==> config.mk <==
export PLATFORM = sky130hd
export DESIGN_NAME = flash_status_poller
export DESIGN_NICKNAME = d
export VERILOG_FILES = /design/src/hw/flash_status_pkg.sv /design/src/hw/flash_bus_cycle.sv /design/src/hw/flash_status_poller.sv
export SDC_FILE = /design/constraint.sdc
export NUM_CORES = 1
export LEC_CHECK = 0
export BUFFER_PORTS_ARGS = -buffer_cell sky130_fd_sc_hd__clkbuf_2
export CORE_MARGIN = 3
export CORE_UTILIZATION = 50
export CTS_CLUSTER_DIAMETER = 60
export DETAILED_ROUTE_END_ITERATION = 10
export GPL_TIMING_DRIVEN = 0
export PLACE_DENSITY_LB_ADDON = 0.25
export SYNTH_ARGS = -nofsm -noshare
export SYNTH_HDL_FRONTEND = slang
export SYNTH_HIERARCHICAL = 1
export SYNTH_SLANG_ARGS = --single-unit
==> constraint.sdc <==
create_clock -name pclk -period 3.9 [get_ports pclk]
set_clock_uncertainty 0.1 [all_clocks]
set_input_delay 0.78 -clock pclk [delete_from_list [all_inputs] [get_ports pclk]]
set_output_delay 0.78 -clock pclk [all_outputs]
set_load 0.05 [all_outputs]
==> src/hw/flash_status_pkg.sv <==
// constants for the flash write-status polling controller
// assumes an asynchronous nor flash on a 16-bit data bus, driven from pclk
package flash_status_pkg;
  // status bit positions on the data bus
  localparam int unsigned POLL_BIT        = 7;
  localparam int unsigned OP_TOGGLE_BIT   = 6;
  localparam int unsigned TIMEOUT_BIT     = 5;
  localparam int unsigned ERASE_TIMER_BIT = 3;
  localparam int unsigned SEC_TOGGLE_BIT  = 2;
  // apb register offsets
  localparam logic [7:0] CTRL_OFS    = 8'h00;
  localparam logic [7:0] ADDR_OFS    = 8'h04;
  localparam logic [7:0] DATA_OFS    = 8'h08;
  localparam logic [7:0] STATUS_OFS  = 8'h0C;
  localparam logic [7:0] RDDATA_OFS  = 8'h10;
  // ctrl fields
  localparam int unsigned CTRL_GO_BIT   = 0;
  localparam int unsigned CTRL_WR_BIT   = 1;
  localparam int unsigned CTRL_POLL_BIT = 2;
  localparam int unsigned CTRL_SEC_BIT  = 3;
  // status fields
  localparam int unsigned ST_BUSY_BIT  = 0;
  localparam int unsigned ST_DONE_BIT  = 1;
  localparam int unsigned ST_FAIL_BIT  = 2;
  localparam int unsigned ST_RDYBSY_BIT = 3;
  localparam int unsigned ST_ETIMER_BIT = 4;
  // strobe timing: flash cycle length, then the reset command and register default
  localparam int unsigned CLK_MHZ     = 125;
  localparam int unsigned STROBE_NS   = 100;
  localparam int unsigned STROBE_CYC  = (STROBE_NS * CLK_MHZ + 999) / 1000;
  localparam logic [15:0] RESET_CMD   = 16'h00F0;
  localparam logic [31:0] RESET_VALUE = 32'h0000_0000;
endpackage

==> src/hw/flash_bus_cycle.sv <==
// one asynchronous flash read or write cycle with chip select and strobes
// assumes the flash answers within STROBE_CYC clocks of a strobe falling
`timescale 1ns/1ps
`default_nettype none
module flash_bus_cycle
  import flash_status_pkg::*;
#(
  parameter int unsigned CYC = STROBE_CYC
)(
  input  wire logic        pclk,
  input  wire logic        presetn,
  input  wire logic        start,
  input  wire logic        write,
  input  wire logic [21:0] addr,
  input  wire logic [15:0] wdata,
  output logic             done,
  output logic [15:0]      rdata,
  output logic             ce_n,
  output logic             oe_n,
  output logic             we_n,
  output logic [21:0]      a,
  input  wire logic [15:0] dq_in,
  output logic [15:0]      dq_out,
  output logic             dq_oe_n
);
  typedef enum logic [1:0] {IDLE, STROBE, RECOVER} cyc_t;
  cyc_t        st_q, st_d;
  logic [7:0]  cnt_q, cnt_d;
  logic        wr_q, wr_d;
  logic [15:0] rd_q, rd_d;
  logic [21:0] a_q, a_d;
  logic [15:0] wd_q, wd_d;

  // next state: strobe low for CYC clocks, then one clock high so each read is a fresh cycle
  always_comb
  begin
    st_d  = st_q;
    cnt_d = cnt_q;
    wr_d  = wr_q;
    rd_d  = rd_q;
    a_d   = a_q;
    wd_d  = wd_q;
    unique case (st_q)
      IDLE:
      begin
        if (start)
        begin
          st_d  = STROBE;
          cnt_d = 8'(CYC);
          wr_d  = write;
          a_d   = addr;
          wd_d  = wdata;
        end
      end
      STROBE:
      begin
        cnt_d = cnt_q - 8'h01;
        if (cnt_q == 8'h01)
        begin
          st_d = RECOVER;
          if (!wr_q)
            rd_d = dq_in; // sampled before oe rises
        end
      end
      RECOVER:
      begin
        st_d = IDLE;
        // back-to-back cycle: the recover clock is the only gap between strobes
        if (start)
        begin
          st_d  = STROBE;
          cnt_d = 8'(CYC);
          wr_d  = write;
          a_d   = addr;
          wd_d  = wdata;
        end
      end
    endcase
  end

  always_ff @(posedge pclk or negedge presetn)
  begin
    if (!presetn)
    begin
      st_q  <= IDLE;
      cnt_q <= 8'h00;
      wr_q  <= 1'b0;
      rd_q  <= 16'h0000;
      a_q   <= 22'h000000;
      wd_q  <= 16'h0000;
    end
    else
    begin
      st_q  <= st_d;
      cnt_q <= cnt_d;
      wr_q  <= wr_d;
      rd_q  <= rd_d;
      a_q   <= a_d;
      wd_q  <= wd_d;
    end
  end

  assign done    = (st_q == RECOVER);
  assign rdata   = rd_q;
  assign a       = a_q;
  assign dq_out  = wd_q;
  assign ce_n    = (st_q != STROBE);
  assign oe_n    = !((st_q == STROBE) && !wr_q);
  assign we_n    = !((st_q == STROBE) && wr_q);
  assign dq_oe_n = !((st_q != IDLE) && wr_q); // bus driven only across a write
endmodule
`default_nettype wire

==> src/hw/flash_status_poller.sv <==
// apb-controlled host that writes flash commands and polls write status
// assumes one flash on shared pins; software writes unlock sequences one word at a time
//
// Contract
// - host starts polling with two back-to-back full reads, compares toggle
// - no toggle change means done; next read returns array data
// - toggling with timeout high: retest; still toggling means fail, reset
// - toggling, timeout low: keep polling, or restart from first step later
// - after timeout failure host writes the reset command
// - host spacing extra erase commands under 50 us may skip timer checks
// - host confirms acceptance then checks timer flag around each command; the controller leaves both to software single reads
// - host gives a valid address when reading polling or sector toggle
`timescale 1ns/1ps
`default_nettype none
module flash_status_poller
  import flash_status_pkg::*;
#(
  parameter int unsigned CYC = STROBE_CYC
)(
  input  wire logic        pclk,
  input  wire logic        presetn,
  input  wire logic        psel,
  input  wire logic        penable,
  input  wire logic        pwrite,
  input  wire logic [7:0]  paddr,
  input  wire logic [31:0] pwdata,
  output logic [31:0]      prdata,
  output logic             pready,
  output logic             pslverr,
  output logic             flash_ce_n,
  output logic             flash_oe_n,
  output logic             flash_we_n,
  output logic [21:0]      flash_addr,
  input  wire logic [15:0] flash_dq_in,
  output logic [15:0]      flash_dq_out,
  output logic             flash_dq_oe_n,
  input  wire logic        ready_busy_n
);
  typedef enum logic [2:0] {IDLE, SINGLE, FIRST_RD, SECOND_RD, RETEST_RD, RESET_WR} poll_t;

  poll_t       st_q, st_d;
  logic [21:0] addr_q, addr_d;
  logic [15:0] data_q, data_d;
  logic        sec_q, sec_d;       // poll sector toggle instead of operation toggle
  logic        prev_q, prev_d;     // toggle bit from the previous read
  logic        busy_q, busy_d;
  logic        done_q, done_d;
  logic        fail_q, fail_d;
  logic        etimer_q, etimer_d;
  logic [15:0] rd_q, rd_d;
  logic        cyc_start, cyc_write, cyc_done;
  logic [15:0] cyc_wdata, cyc_rdata;
  logic        apb_wr, tog_bit;

  flash_bus_cycle #(.CYC(CYC)) u_cycle (
    .pclk    (pclk),
    .presetn (presetn),
    .start   (cyc_start),
    .write   (cyc_write),
    .addr    (addr_q),
    .wdata   (cyc_wdata),
    .done    (cyc_done),
    .rdata   (cyc_rdata),
    .ce_n    (flash_ce_n),
    .oe_n    (flash_oe_n),
    .we_n    (flash_we_n),
    .a       (flash_addr),
    .dq_in   (flash_dq_in),
    .dq_out  (flash_dq_out),
    .dq_oe_n (flash_dq_oe_n)
  );

  // registers answer in the access cycle with no wait states
  assign pready  = 1'b1;
  assign pslverr = 1'b0;
  assign apb_wr  = psel && penable && pwrite;
  assign tog_bit = sec_q ? cyc_rdata[SEC_TOGGLE_BIT] : cyc_rdata[OP_TOGGLE_BIT];

  always_comb
  begin
    unique case (paddr)
      CTRL_OFS:   prdata = {31'h0, busy_q};
      ADDR_OFS:   prdata = {10'h000, addr_q};
      DATA_OFS:   prdata = {16'h0000, data_q};
      STATUS_OFS: prdata = {27'h0, etimer_q, ready_busy_n, fail_q, done_q, busy_q};
      RDDATA_OFS: prdata = {16'h0000, rd_q};
      default:    prdata = RESET_VALUE;
    endcase
  end

  // one sequencer: single cycles on request, or the toggle polling procedure
  always_comb
  begin
    st_d      = st_q;
    addr_d    = addr_q;
    data_d    = data_q;
    sec_d     = sec_q;
    prev_d    = prev_q;
    busy_d    = busy_q;
    done_d    = done_q;
    fail_d    = fail_q;
    etimer_d  = etimer_q;
    rd_d      = rd_q;
    cyc_start = 1'b0;
    cyc_write = 1'b0;
    cyc_wdata = data_q;
    if (apb_wr && !busy_q && paddr == ADDR_OFS)
      addr_d = pwdata[21:0];
    if (apb_wr && !busy_q && paddr == DATA_OFS)
      data_d = pwdata[15:0];
    unique case (st_q)
      IDLE:
      begin
        if (apb_wr && paddr == CTRL_OFS && pwdata[CTRL_GO_BIT])
        begin
          busy_d = 1'b1;
          done_d = 1'b0;
          fail_d = 1'b0;
          sec_d  = pwdata[CTRL_SEC_BIT];
          if (pwdata[CTRL_POLL_BIT])
            st_d = FIRST_RD;
          else
          begin
            st_d      = SINGLE;
            cyc_write = pwdata[CTRL_WR_BIT]; // command words go out at once, no added spacing
          end
          cyc_start = 1'b1;
        end
      end
      SINGLE:
      begin
        cyc_write = 1'b0;
        if (cyc_done)
        begin
          rd_d     = cyc_rdata;
          etimer_d = cyc_rdata[ERASE_TIMER_BIT];
          busy_d   = 1'b0;
          done_d   = 1'b1;
          st_d     = IDLE;
        end
      end
      FIRST_RD:
      begin
        if (cyc_done)
        begin
          prev_d    = tog_bit;
          st_d      = SECOND_RD;
          cyc_start = 1'b1;
        end
      end
      SECOND_RD, RETEST_RD:
      begin
        if (cyc_done)
        begin
          rd_d   = cyc_rdata;
          prev_d = tog_bit;
          if (tog_bit == prev_q)
          begin
            st_d   = IDLE;
            busy_d = 1'b0;
            done_d = 1'b1;
          end
          else if (st_q == RETEST_RD)
          begin
            st_d      = RESET_WR;
            cyc_start = 1'b1;
            cyc_write = 1'b1;
            cyc_wdata = RESET_CMD;
          end
          else if (cyc_rdata[TIMEOUT_BIT])
          begin
            st_d      = RETEST_RD;
            cyc_start = 1'b1;
          end
          else
          begin
            st_d      = SECOND_RD; // keep polling; the next read pairs with this one
            cyc_start = 1'b1;
          end
        end
      end
      RESET_WR:
      begin
        cyc_wdata = RESET_CMD;
        if (cyc_done)
        begin
          fail_d = 1'b1;
          busy_d = 1'b0;
          done_d = 1'b1;
          st_d   = IDLE;
        end
      end
      default: st_d = IDLE;
    endcase
  end

  always_ff @(posedge pclk or negedge presetn)
  begin
    if (!presetn)
    begin
      st_q     <= IDLE;
      addr_q   <= 22'h000000;
      data_q   <= 16'h0000;
      sec_q    <= 1'b0;
      prev_q   <= 1'b0;
      busy_q   <= 1'b0;
      done_q   <= 1'b0;
      fail_q   <= 1'b0;
      etimer_q <= 1'b0;
      rd_q     <= 16'h0000;
    end
    else
    begin
      st_q     <= st_d;
      addr_q   <= addr_d;
      data_q   <= data_d;
      sec_q    <= sec_d;
      prev_q   <= prev_d;
      busy_q   <= busy_d;
      done_q   <= done_d;
      fail_q   <= fail_d;
      etimer_q <= etimer_d;
      rd_q     <= rd_d;
    end
  end
endmodule
`default_nettype wire

## Word-level counts from Yosys, hierarchy flattened

Cells that the tools add are included.

- Equality and inequality tests: 23
- Reductions and logical operators: 36
- Bitwise gates (word level): 1
- Muxes and demuxes: 43
- Add/subtract/negate cells: 1

Operators with widths:

| cell | number |
|---|---|
| 22-bit case mux with 5 select lines | 1 |
| 16-bit 2-to-1 mux | 3 |
| 16-bit case mux with 2 select lines | 1 |
| 3-bit 2-to-1 mux | 7 |
| 1-bit 2-to-1 mux | 19 |
| 8-bit by 4-bit == test with 1-bit output (second input constant) | 2 |
| 8-bit case mux with 2 select lines | 1 |
| 2-bit inequality test (second input constant) | 6 |
| 3-bit case mux with 4 select lines | 1 |
| 2-bit AND reduction | 6 |
| 1-bit logical AND | 10 |
| 1-bit case mux with 3 select lines | 3 |
| 8-bit by 1-bit == test with 1-bit output (second input constant) | 1 |
| 8-bit by 3-bit == test with 1-bit output (second input constant) | 1 |
| 8-bit by 5-bit == test with 1-bit output (second input constant) | 1 |
| 8-bit zero test | 1 |
| 8-bit 2-to-1 mux | 1 |
| 2-bit by 1-bit inequality test with 1-bit output (second input constant) | 4 |
| 8-bit by 1-bit subtractor with 8-bit output (second input constant) | 1 |
| 3-bit by 2-bit == test with 1-bit output (second input constant) | 2 |
| 3-bit == test (second input constant) | 2 |
| 2-bit 2-to-1 mux | 3 |
| 2-bit case mux with 3 select lines | 1 |
| 3-bit AND reduction | 2 |
| other kinds (15) | 24 |

- Register bits: 128
- Output and inout port bits: 76
- Word-level logic and storage cells: 120
- Input bits: 62

## Longest topological paths before layout

Gate-level depths: netlist of run 1.

- Depth in word-level cells: 8
- Mapped depth: 11
- Depth with buffers taken out: 7

## Hierarchy

Netlist of run 1, hierarchy kept.

By module, submodules not included:

| module | cells an instance | area an instance (µm²) | times used | sequential area each (µm²) |
|---|---|---|---|---|
| flash_status_poller | 271 | 3244.4 | 1 | 1576.5 |
| flash_bus_cycle | 260 | 2682.6 | 1 | 1626.6 |

## Worst setup path after synthesis of run 1

No wires, ideal clock.

- Path kind: in2out
- Start: input paddr[5]
- End: output prdata[1]
- Stages: 6
- Path buffers: 2
- Data arrival time: 2682 ps
- Setup slack: 338 ps
- Cell sequence: or4_1 > buf_2 > nor4_4 > clkbuf_1 > a22oi_1 > nand2_1

- Longest elaborated chain between the ends: 2
- Elaborated cells on any way between the ends: 6

RTL lines:

| item | RTL line | text |
|---|---|---|
| from (decl) | flash_status_poller.sv:25 | `input wire logic [7:0] paddr,` |
| 8-bit by 5-bit == test with 1-bit output, or another cell as far along | flash_status_poller.sv:81 | `unique case (paddr)` |
| 22-bit case mux with 5 select lines * | flash_status_poller.sv:81 |  |
| to (decl) | flash_status_poller.sv:27 | `output logic [31:0] prdata,` |

Mark *: on every way between the ends. The rest lies on a longest branch, timed or not.

## Worst setup path in the final report of run 1

- Start: input paddr[1]
- End: output prdata[15]

The elaborated chain is that of the path after synthesis.

==> results of run 1 <==
layer usage:
layer  wire length, µm  global-route usage, %  share of wire, %
met5                 0                      0                 0
met4               250                   7.98               1.7
met3               849                   5.21               5.9
met2              6820                   34.2                47
met1              6440                   31.0                45
registers in the layout, summed over array words and instances (netlist names), 2 cells and up:
signal	flops
u_cycle/cnt_q	8
u_cycle/st_q	2
u_cycle/dq_out	16
u_cycle/rdata	16
rd_q	16
u_cycle/a	22
data_q	16
st_q	3
addr_q	22
worst max-delay path, cell delays in order:
cell and delay [ps]:
clkbuf_2 150, or4_1 640, nor4_4 440, buf_2 320, a222oi_1 170, inv_1 90
clkbuf_2 270
cell usage in the layout (no fill, tap or decap), types with 4 or more instances in the layout:
cell type,count
a21oi_1,9
a222oi_1,11
a22oi_1,8
and2_1,19
buf_2,7
buf_4,17
bufinv_16,4
clkbuf_1,15
clkbuf_16,17
clkbuf_2,117
conb_1,12
dfrtp_1,128
inv_1,20
mux2_2,52
mux2_4,20
mux2i_1,5
nand2_1,130
nand2b_1,13
nor2_1,9
nor2b_1,6
nor3_1,9
nor3b_1,4
nor4_4,4
o21ai_0,4
xnor2_1,4
cells by family (layout without fill, tap and decap cells):
logic type,count (synthesis),count (layout),share of synthesized area (%)
other,2,12,0.127
and+or+nand+nor,209,209,17.5
DFF,128,128,54.0
AOI/OAI and AO/OA,49,49,6.25
buffers and inverters,59,212,5.17
xor gates and xnor gates,5,5,0.739
adders and majority gates,2,2,0.422
muxes,77,77,15.8
power by group:
group          internal (mW)  switching, mW  leakage, nW
clock                   1.07          0.577        0.294
sequential              1.33        0.00555         1.74
combinational         0.0404         0.0748         2.07
path summary, 6_finish.rpt:
check / from / end / slack (ps)
max reg2reg: st_q[1]$_DFFE_PN0P_ / u_cycle/a[0]$_DFFE_PN0P_ / 270
min in group pclk: u_cycle/dq_out[10]$_DFFE_PN0P_ / u_cycle/dq_out[10]$_DFFE_PN0P_ / 380
min: presetn / u_cycle/cnt_q[2]$_DFFE_PN0P_ / 160
max in group asynchronous: presetn / u_cycle/rdata[13]$_DFFE_PN0P_ / 2820
min reg2reg: u_cycle/dq_out[10]$_DFFE_PN0P_ / u_cycle/dq_out[10]$_DFFE_PN0P_ / 380
max: paddr[1] / prdata[15] / 150
per-stage QoR:
step	hold WS [ps]	cells	util [%]
3_3_place_gp	357	799	58.3
4_1_cts	160	832	64.2
3_5_place_dp	363	800	58.7
2_1_floorplan	347	541	-
5_1_grt	169	837	64.5
6_report	161	837	64.5
final cells by class:
type                       instances  area (µm²)
clock buffer                      19         433
buffer                            39         235
multi-input combinational        354        2460
timing repair buffer             121         649
fill                             922        4090
inverter                          20        75.1
sequential                       128        3200
clock inverter                    13         188
tap                              143         179
timing repair:
item / 4_1_cts / 5_1_grt
buffers inserted: 0 / 5
gates resized for setup: 4 / 0
pin swaps: 1 / 2
endpoints found under the setup margin: 10 / 10
==> run_results.csv, run 1 <==
group,metric,value,unit
grt,antenna_found_initial,0,
synthesis,synth.yosys.seq_area_share,54.0,%
synthesis,synth_flop_cell,"dfrtp_1",
clock_tree,cts.sinks,128,
finish,syn_to_final_growth,25.3,%
synthesis,syn_avg_cell_area,11.2,µm²
setup_path,endpoint_kind,"primary output",
finish,fin_nets,745,
setup_path,r2r_cells,11,
grt,grt_pass1_wl,22700,µm
grt,track_usage,22.2,%
setup_path,required,3020,ps
placement,io_buffers,115,
synthesis,synth.most_common_cell,"nand2_1",
power,p_leak,4.10,nW
floorplanning,core_area,0.0115,mm²
synthesis,synthArstFlopShare,100,%
synthesis,synth_edf_count,0,
placement,dp_hpwl,10400,µm
clock_tree,cts-root-buf,"clkbuf_16",
timing,fin_crit_sh,96.2,%
timing,report.final.slew_viol_count,0,
routing,wirelength,14400,µm
setup_path,start_kind,"input pin",
synthesis,synth-seq-cells,128,
grt,grt_max_degree,97,
synthesis,synth_cells,531,
routing,routed_via_density,5.33,
power,total_power,3.10,mW
grt,grt-ovfl-total,0,
clock_tree,tritoncts,"done",
synthesis,ys_warn_count,6,
clock_tree,holdBufCountCts,0,
timing,setup_violations,0,
run,cap_violations,0,
finish,drive_gt1_share,37.0,%
timing,hold_violations,0,
synthesis,synth_commonest_cells,"nand2_1 (130), dfrtp_1 (128), mux2_2 (52)",
setup_path,critPathMaxFanout,10,
routing,ant_nets,0,
setup_path,arrival,2870,ps
routing,routedWlPerCell,17.1,µm
timing,min_period,3750,ps
floorplanning,fp.dieArea,0.0132,mm²
floorplanning,rows,39,
power,vdd_ir_drop_max,0.242,mV
timing,worst_pin_slew,873,ps
placement,pre_cts_ws,-180,ps
floorplanning,start_util,51.5,%
clock_tree,numCtsBuffers,17,
finish,antenna_cells,0,
synthesis,synth_area_leaders,"dfrtp_1 (54%), mux2_2 (9.9%), nand2_1 (8.2%)",
routing,drtPass1Iterations,6,
routing,dr_total_vias,4463,
floorplanning,die_w,115,µm
timing,rsz0062_at_grt,"no",
floorplanning,num_io_pins,138,
grt,grt_pass1_vias,4411,
worst_hold_path,min_path_type,"in -> async",
setup_path,crit_type,"in -> out",
floorplanning,die_height,115,µm
power,cellPowerDensity,418,mW/mm²
clock_tree,clockBufferDepth,2,
synthesis,yosysTopAreaCell,"dfrtp_1",
outcome,status,"complete, no violations",
routing,drc,0,
placement,gp_congestion,0.825,
timing,setup_slack,147,ps
timing,tns,0,ps
placement,postPlaceCellArea,0.00676,mm²
clock_tree,cts_htree_levels,4,
routing,first_iter_violations,275,
synthesis,yosysTopAreaCellShare,54.0,%
timing,fmax,266,MHz
synthesis,ys_types,53,
clock_tree,clkLatencyLatePin,410,ps
clock_tree,clk_pin_slew_worst_paths,60,ps
timing,slew_headroom,41.2,%
finish,fin_area,0.00743,mm²
synthesis,synth_area,0.00593,mm²
(Power assumes the default switching activity.)
==> run 2: changes to the inputs <==
--- a/config.mk
+++ b/config.mk
@@ -7,11 +7,12 @@
 export LEC_CHECK = 0
 export BUFFER_PORTS_ARGS = -buffer_cell sky130_fd_sc_hd__clkbuf_2
 export CORE_MARGIN = 3
-export CORE_UTILIZATION = 50
+export CORE_UTILIZATION = 49
 export CTS_CLUSTER_DIAMETER = 60
 export DETAILED_ROUTE_END_ITERATION = 10
 export GPL_TIMING_DRIVEN = 0
 export PLACE_DENSITY_LB_ADDON = 0.25
+export SLEW_MARGIN = 15
 export SYNTH_ARGS = -nofsm -noshare
 export SYNTH_HDL_FRONTEND = slang
 export SYNTH_HIERARCHICAL = 1
==> constraint.sdc (replaced) <==
create_clock -name pclk -period 3.3 [get_ports pclk]
set_clock_uncertainty 0.1 [all_clocks]
set_input_delay 0.66 -clock pclk [delete_from_list [all_inputs] [get_ports pclk]]
set_output_delay 0.66 -clock pclk [all_outputs]
set_load 0.05 [all_outputs]
==> run 2 against run 1 <==
Effect of this change:
- setup slack worse by 92 ps
- wire length is 1.8% higher
- total power is 18% higher
- via count is 1.9% higher
- first-iteration DRC count is 84% higher
- design area is 1.2% higher
- critical endpoint is now prdata[0]
- highest routed layer unchanged
- flip-flop and latch count stayed put
- critical path depth stayed put
- final cell count is 0.12% higher
- sequential power is 18% higher
- largest cell class unchanged
- non-clock buffer count is 1 higher
- core utilization is 0.20 points higher
==> run_results.csv, run 2 (synthesis results as in run 1) <==
group,metric,value,unit
grt,grt_max_degree,96,
setup_path,crit_cells,7,
outcome,status,"complete, no violations",
setup_path,path_cells,"clkbuf_2, or4_4, nor4_4, buf_6, a32o_1, a221o_1, clkbuf_4",
setup_path,critPathLaunch,"paddr[1]",
grt,antenna_found_initial,0,
timing,fmax,308,MHz
worst_hold_path,min_path_type,"in -> async",
timing,min_period,3250,ps
placement,io_buffers,115,
floorplanning,die_w,116,µm
grt,grt_pass1_wl,23300,µm
routing,routedWlPerCell,17.4,µm
floorplanning,fp.dieArea,0.0135,mm²
finish,final_util,64.7,%
setup_path,critPathMaxStageDelay,610,ps
setup_path,worst-path-buf-inv,3,
clock_tree,cts_htree_levels,4,
clock_tree,clkLatencyLatePin,410,ps
setup_path,crit_type,"in -> out",
floorplanning,rows,39,
setup_path,endpoint_kind,"primary output",
timing,slew_headroom,45.5,%
placement,dp_hpwl,10300,µm
power,p_leak,4.12,nW
clock_tree,clockBufferDepth,2,
setup_path,arrival,2490,ps
setup_path,required,2540,ps
routing,drc,0,
setup_path,rrSetupSlack,180,ps
floorplanning,core_area,0.0116,mm²
run,cap_violations,0,
grt,track_usage,22.7,%
floorplanning,num_io_pins,138,
routing,drtPass1Iterations,8,
routing,ant_nets,0,
setup_path,r2r-start,"st_q[0]$_DFFE_PN0P_",
finish,multi_input_area,0.00249,mm²
setup_path,r2r_cells,11,
setup_path,cp_top_family,"simple AND/OR/NAND/NOR gates",
finish,drive_gt1_share,38.4,%
floorplanning,start_util,51.0,%
finish,fillers,920,
timing,fin_crit_sh,98.3,%
clock_tree,numCtsBuffers,17,
setup_path,critPathCapture,"prdata[0]",
clock_tree,clk_pin_slew_worst_paths,60,ps
routing,routed_via_density,5.42,
setup_path,start_kind,"input pin",
floorplanning,die_height,116,µm
finish,syn_to_final_growth,26.7,%
timing,report.final.slew_viol_count,0,
clock_tree,cts.sinks,128,
finish,fin_nets,746,
finish,regArea,0.00320,mm²
grt,grt_pass1_vias,4494,
timing,holdWs,55.4,ps
clock_tree,tritoncts,"done",
routing,first_iter_violations,505,
setup_path,cpMaxStageDelayCell,"or4_4",
finish,layout_common_cells,"dfrtp_1 (128), nand2_1 (126), clkbuf_2 (102), mux2_2 (52)",
timing,setup_violations,0,
power,vdd_ir_drop_max,0.352,mV
routing,wirelength,14600,µm
finish,antenna_cells,0,
finish,final_common_cell,"dfrtp_1",
setup_path,critPathMaxFanout,6,
clock_tree,holdBufCountCts,0,
timing,hold_violations,0,
power,cellPowerDensity,489,mW/mm²
placement,gp_congestion,0.854,
grt,grt-ovfl-total,0,
clock_tree,cts-root-buf,"clkbuf_16",
setup_path,worstReg2RegEnd,"u_cycle/a[5]$_DFFE_PN0P_",
routing,dr_total_vias,4546,
timing,worst_pin_slew,809,ps
-- run 2: final cells by class --
class,count,share of cell area (%)
flip-flops and latches,128,42.6
multi-input cells,354,33.2
repair buffers,122,9.19
clock buffers,18,5.71
plain buffers,39,3.33
clock inverters,14,2.53
well taps,143,2.38
inverters,20,0.999
-- run 2: worst min-delay path by stage --
stage | end | slack, ps | depth (start not counted)
after global routing | u_cycle/cnt_q[0]$_DFFE_PN0P_ | 60 | 1
after floorplan | addr_q[0]$_DFFE_PN0P_ | 260 | 0
after CTS | u_cycle/a[20]$_DFFE_PN0P_ | 50 | 1
final | u_cycle/cnt_q[0]$_DFFE_PN0P_ | 60 | 1
after detailed placement | u_cycle/a[2]$_DFFE_PN0P_ | 360 | 2
after global placement | u_cycle/a[19]$_DFFE_PN0P_ | 360 | 2
-- run 2: repair_timing --
action / in CTS / in global routing
setup endpoints to repair: 52 / 37
pin swaps: 3 / 2
resized for setup: 20 / 12
buffers inserted: 4 / 2
-- run 2: where the power goes --
part | switching [mW] | total [mW] | internal, mW
Combinational | 0.0901 | 0.138 | 0.0482
Clock | 0.689 | 1.95 | 1.26
Sequential | 0.00635 | 1.58 | 1.58
Total | 0.785 | 3.67 | 2.89
-- run 2: per-layer routing --
metal / routed length, µm / vias up / global-route usage, %
met5: 0 / - / 0
met1: 6310 / 2245 / 30.7
met4: 315 / 0 / 8.12
met3: 957 / 26 / 6.06
met2: 7020 / 177 / 35.7
li1: - / 2098 / -
-- run 2: stage by stage --
step | TNS (ps) | cell area (µm²) | total power [mW] | setup slack (ps) | cells
6_report | 0 | 7510 | 3.67 | 54.7 | 838
5_1_grt | -25.7 | 7510 | 3.79 | -13.1 | 838
4_1_cts | -9.48 | 7480 | 3.71 | -9.48 | 836
3_5_place_dp | -23610 | 6770 | 1.75 | -592 | 800
3_3_place_gp | -78110 | 6730 | 1.74 | -551 | 799
2_1_floorplan | 0 | 5970 | 1.67 | 54.0 | 541
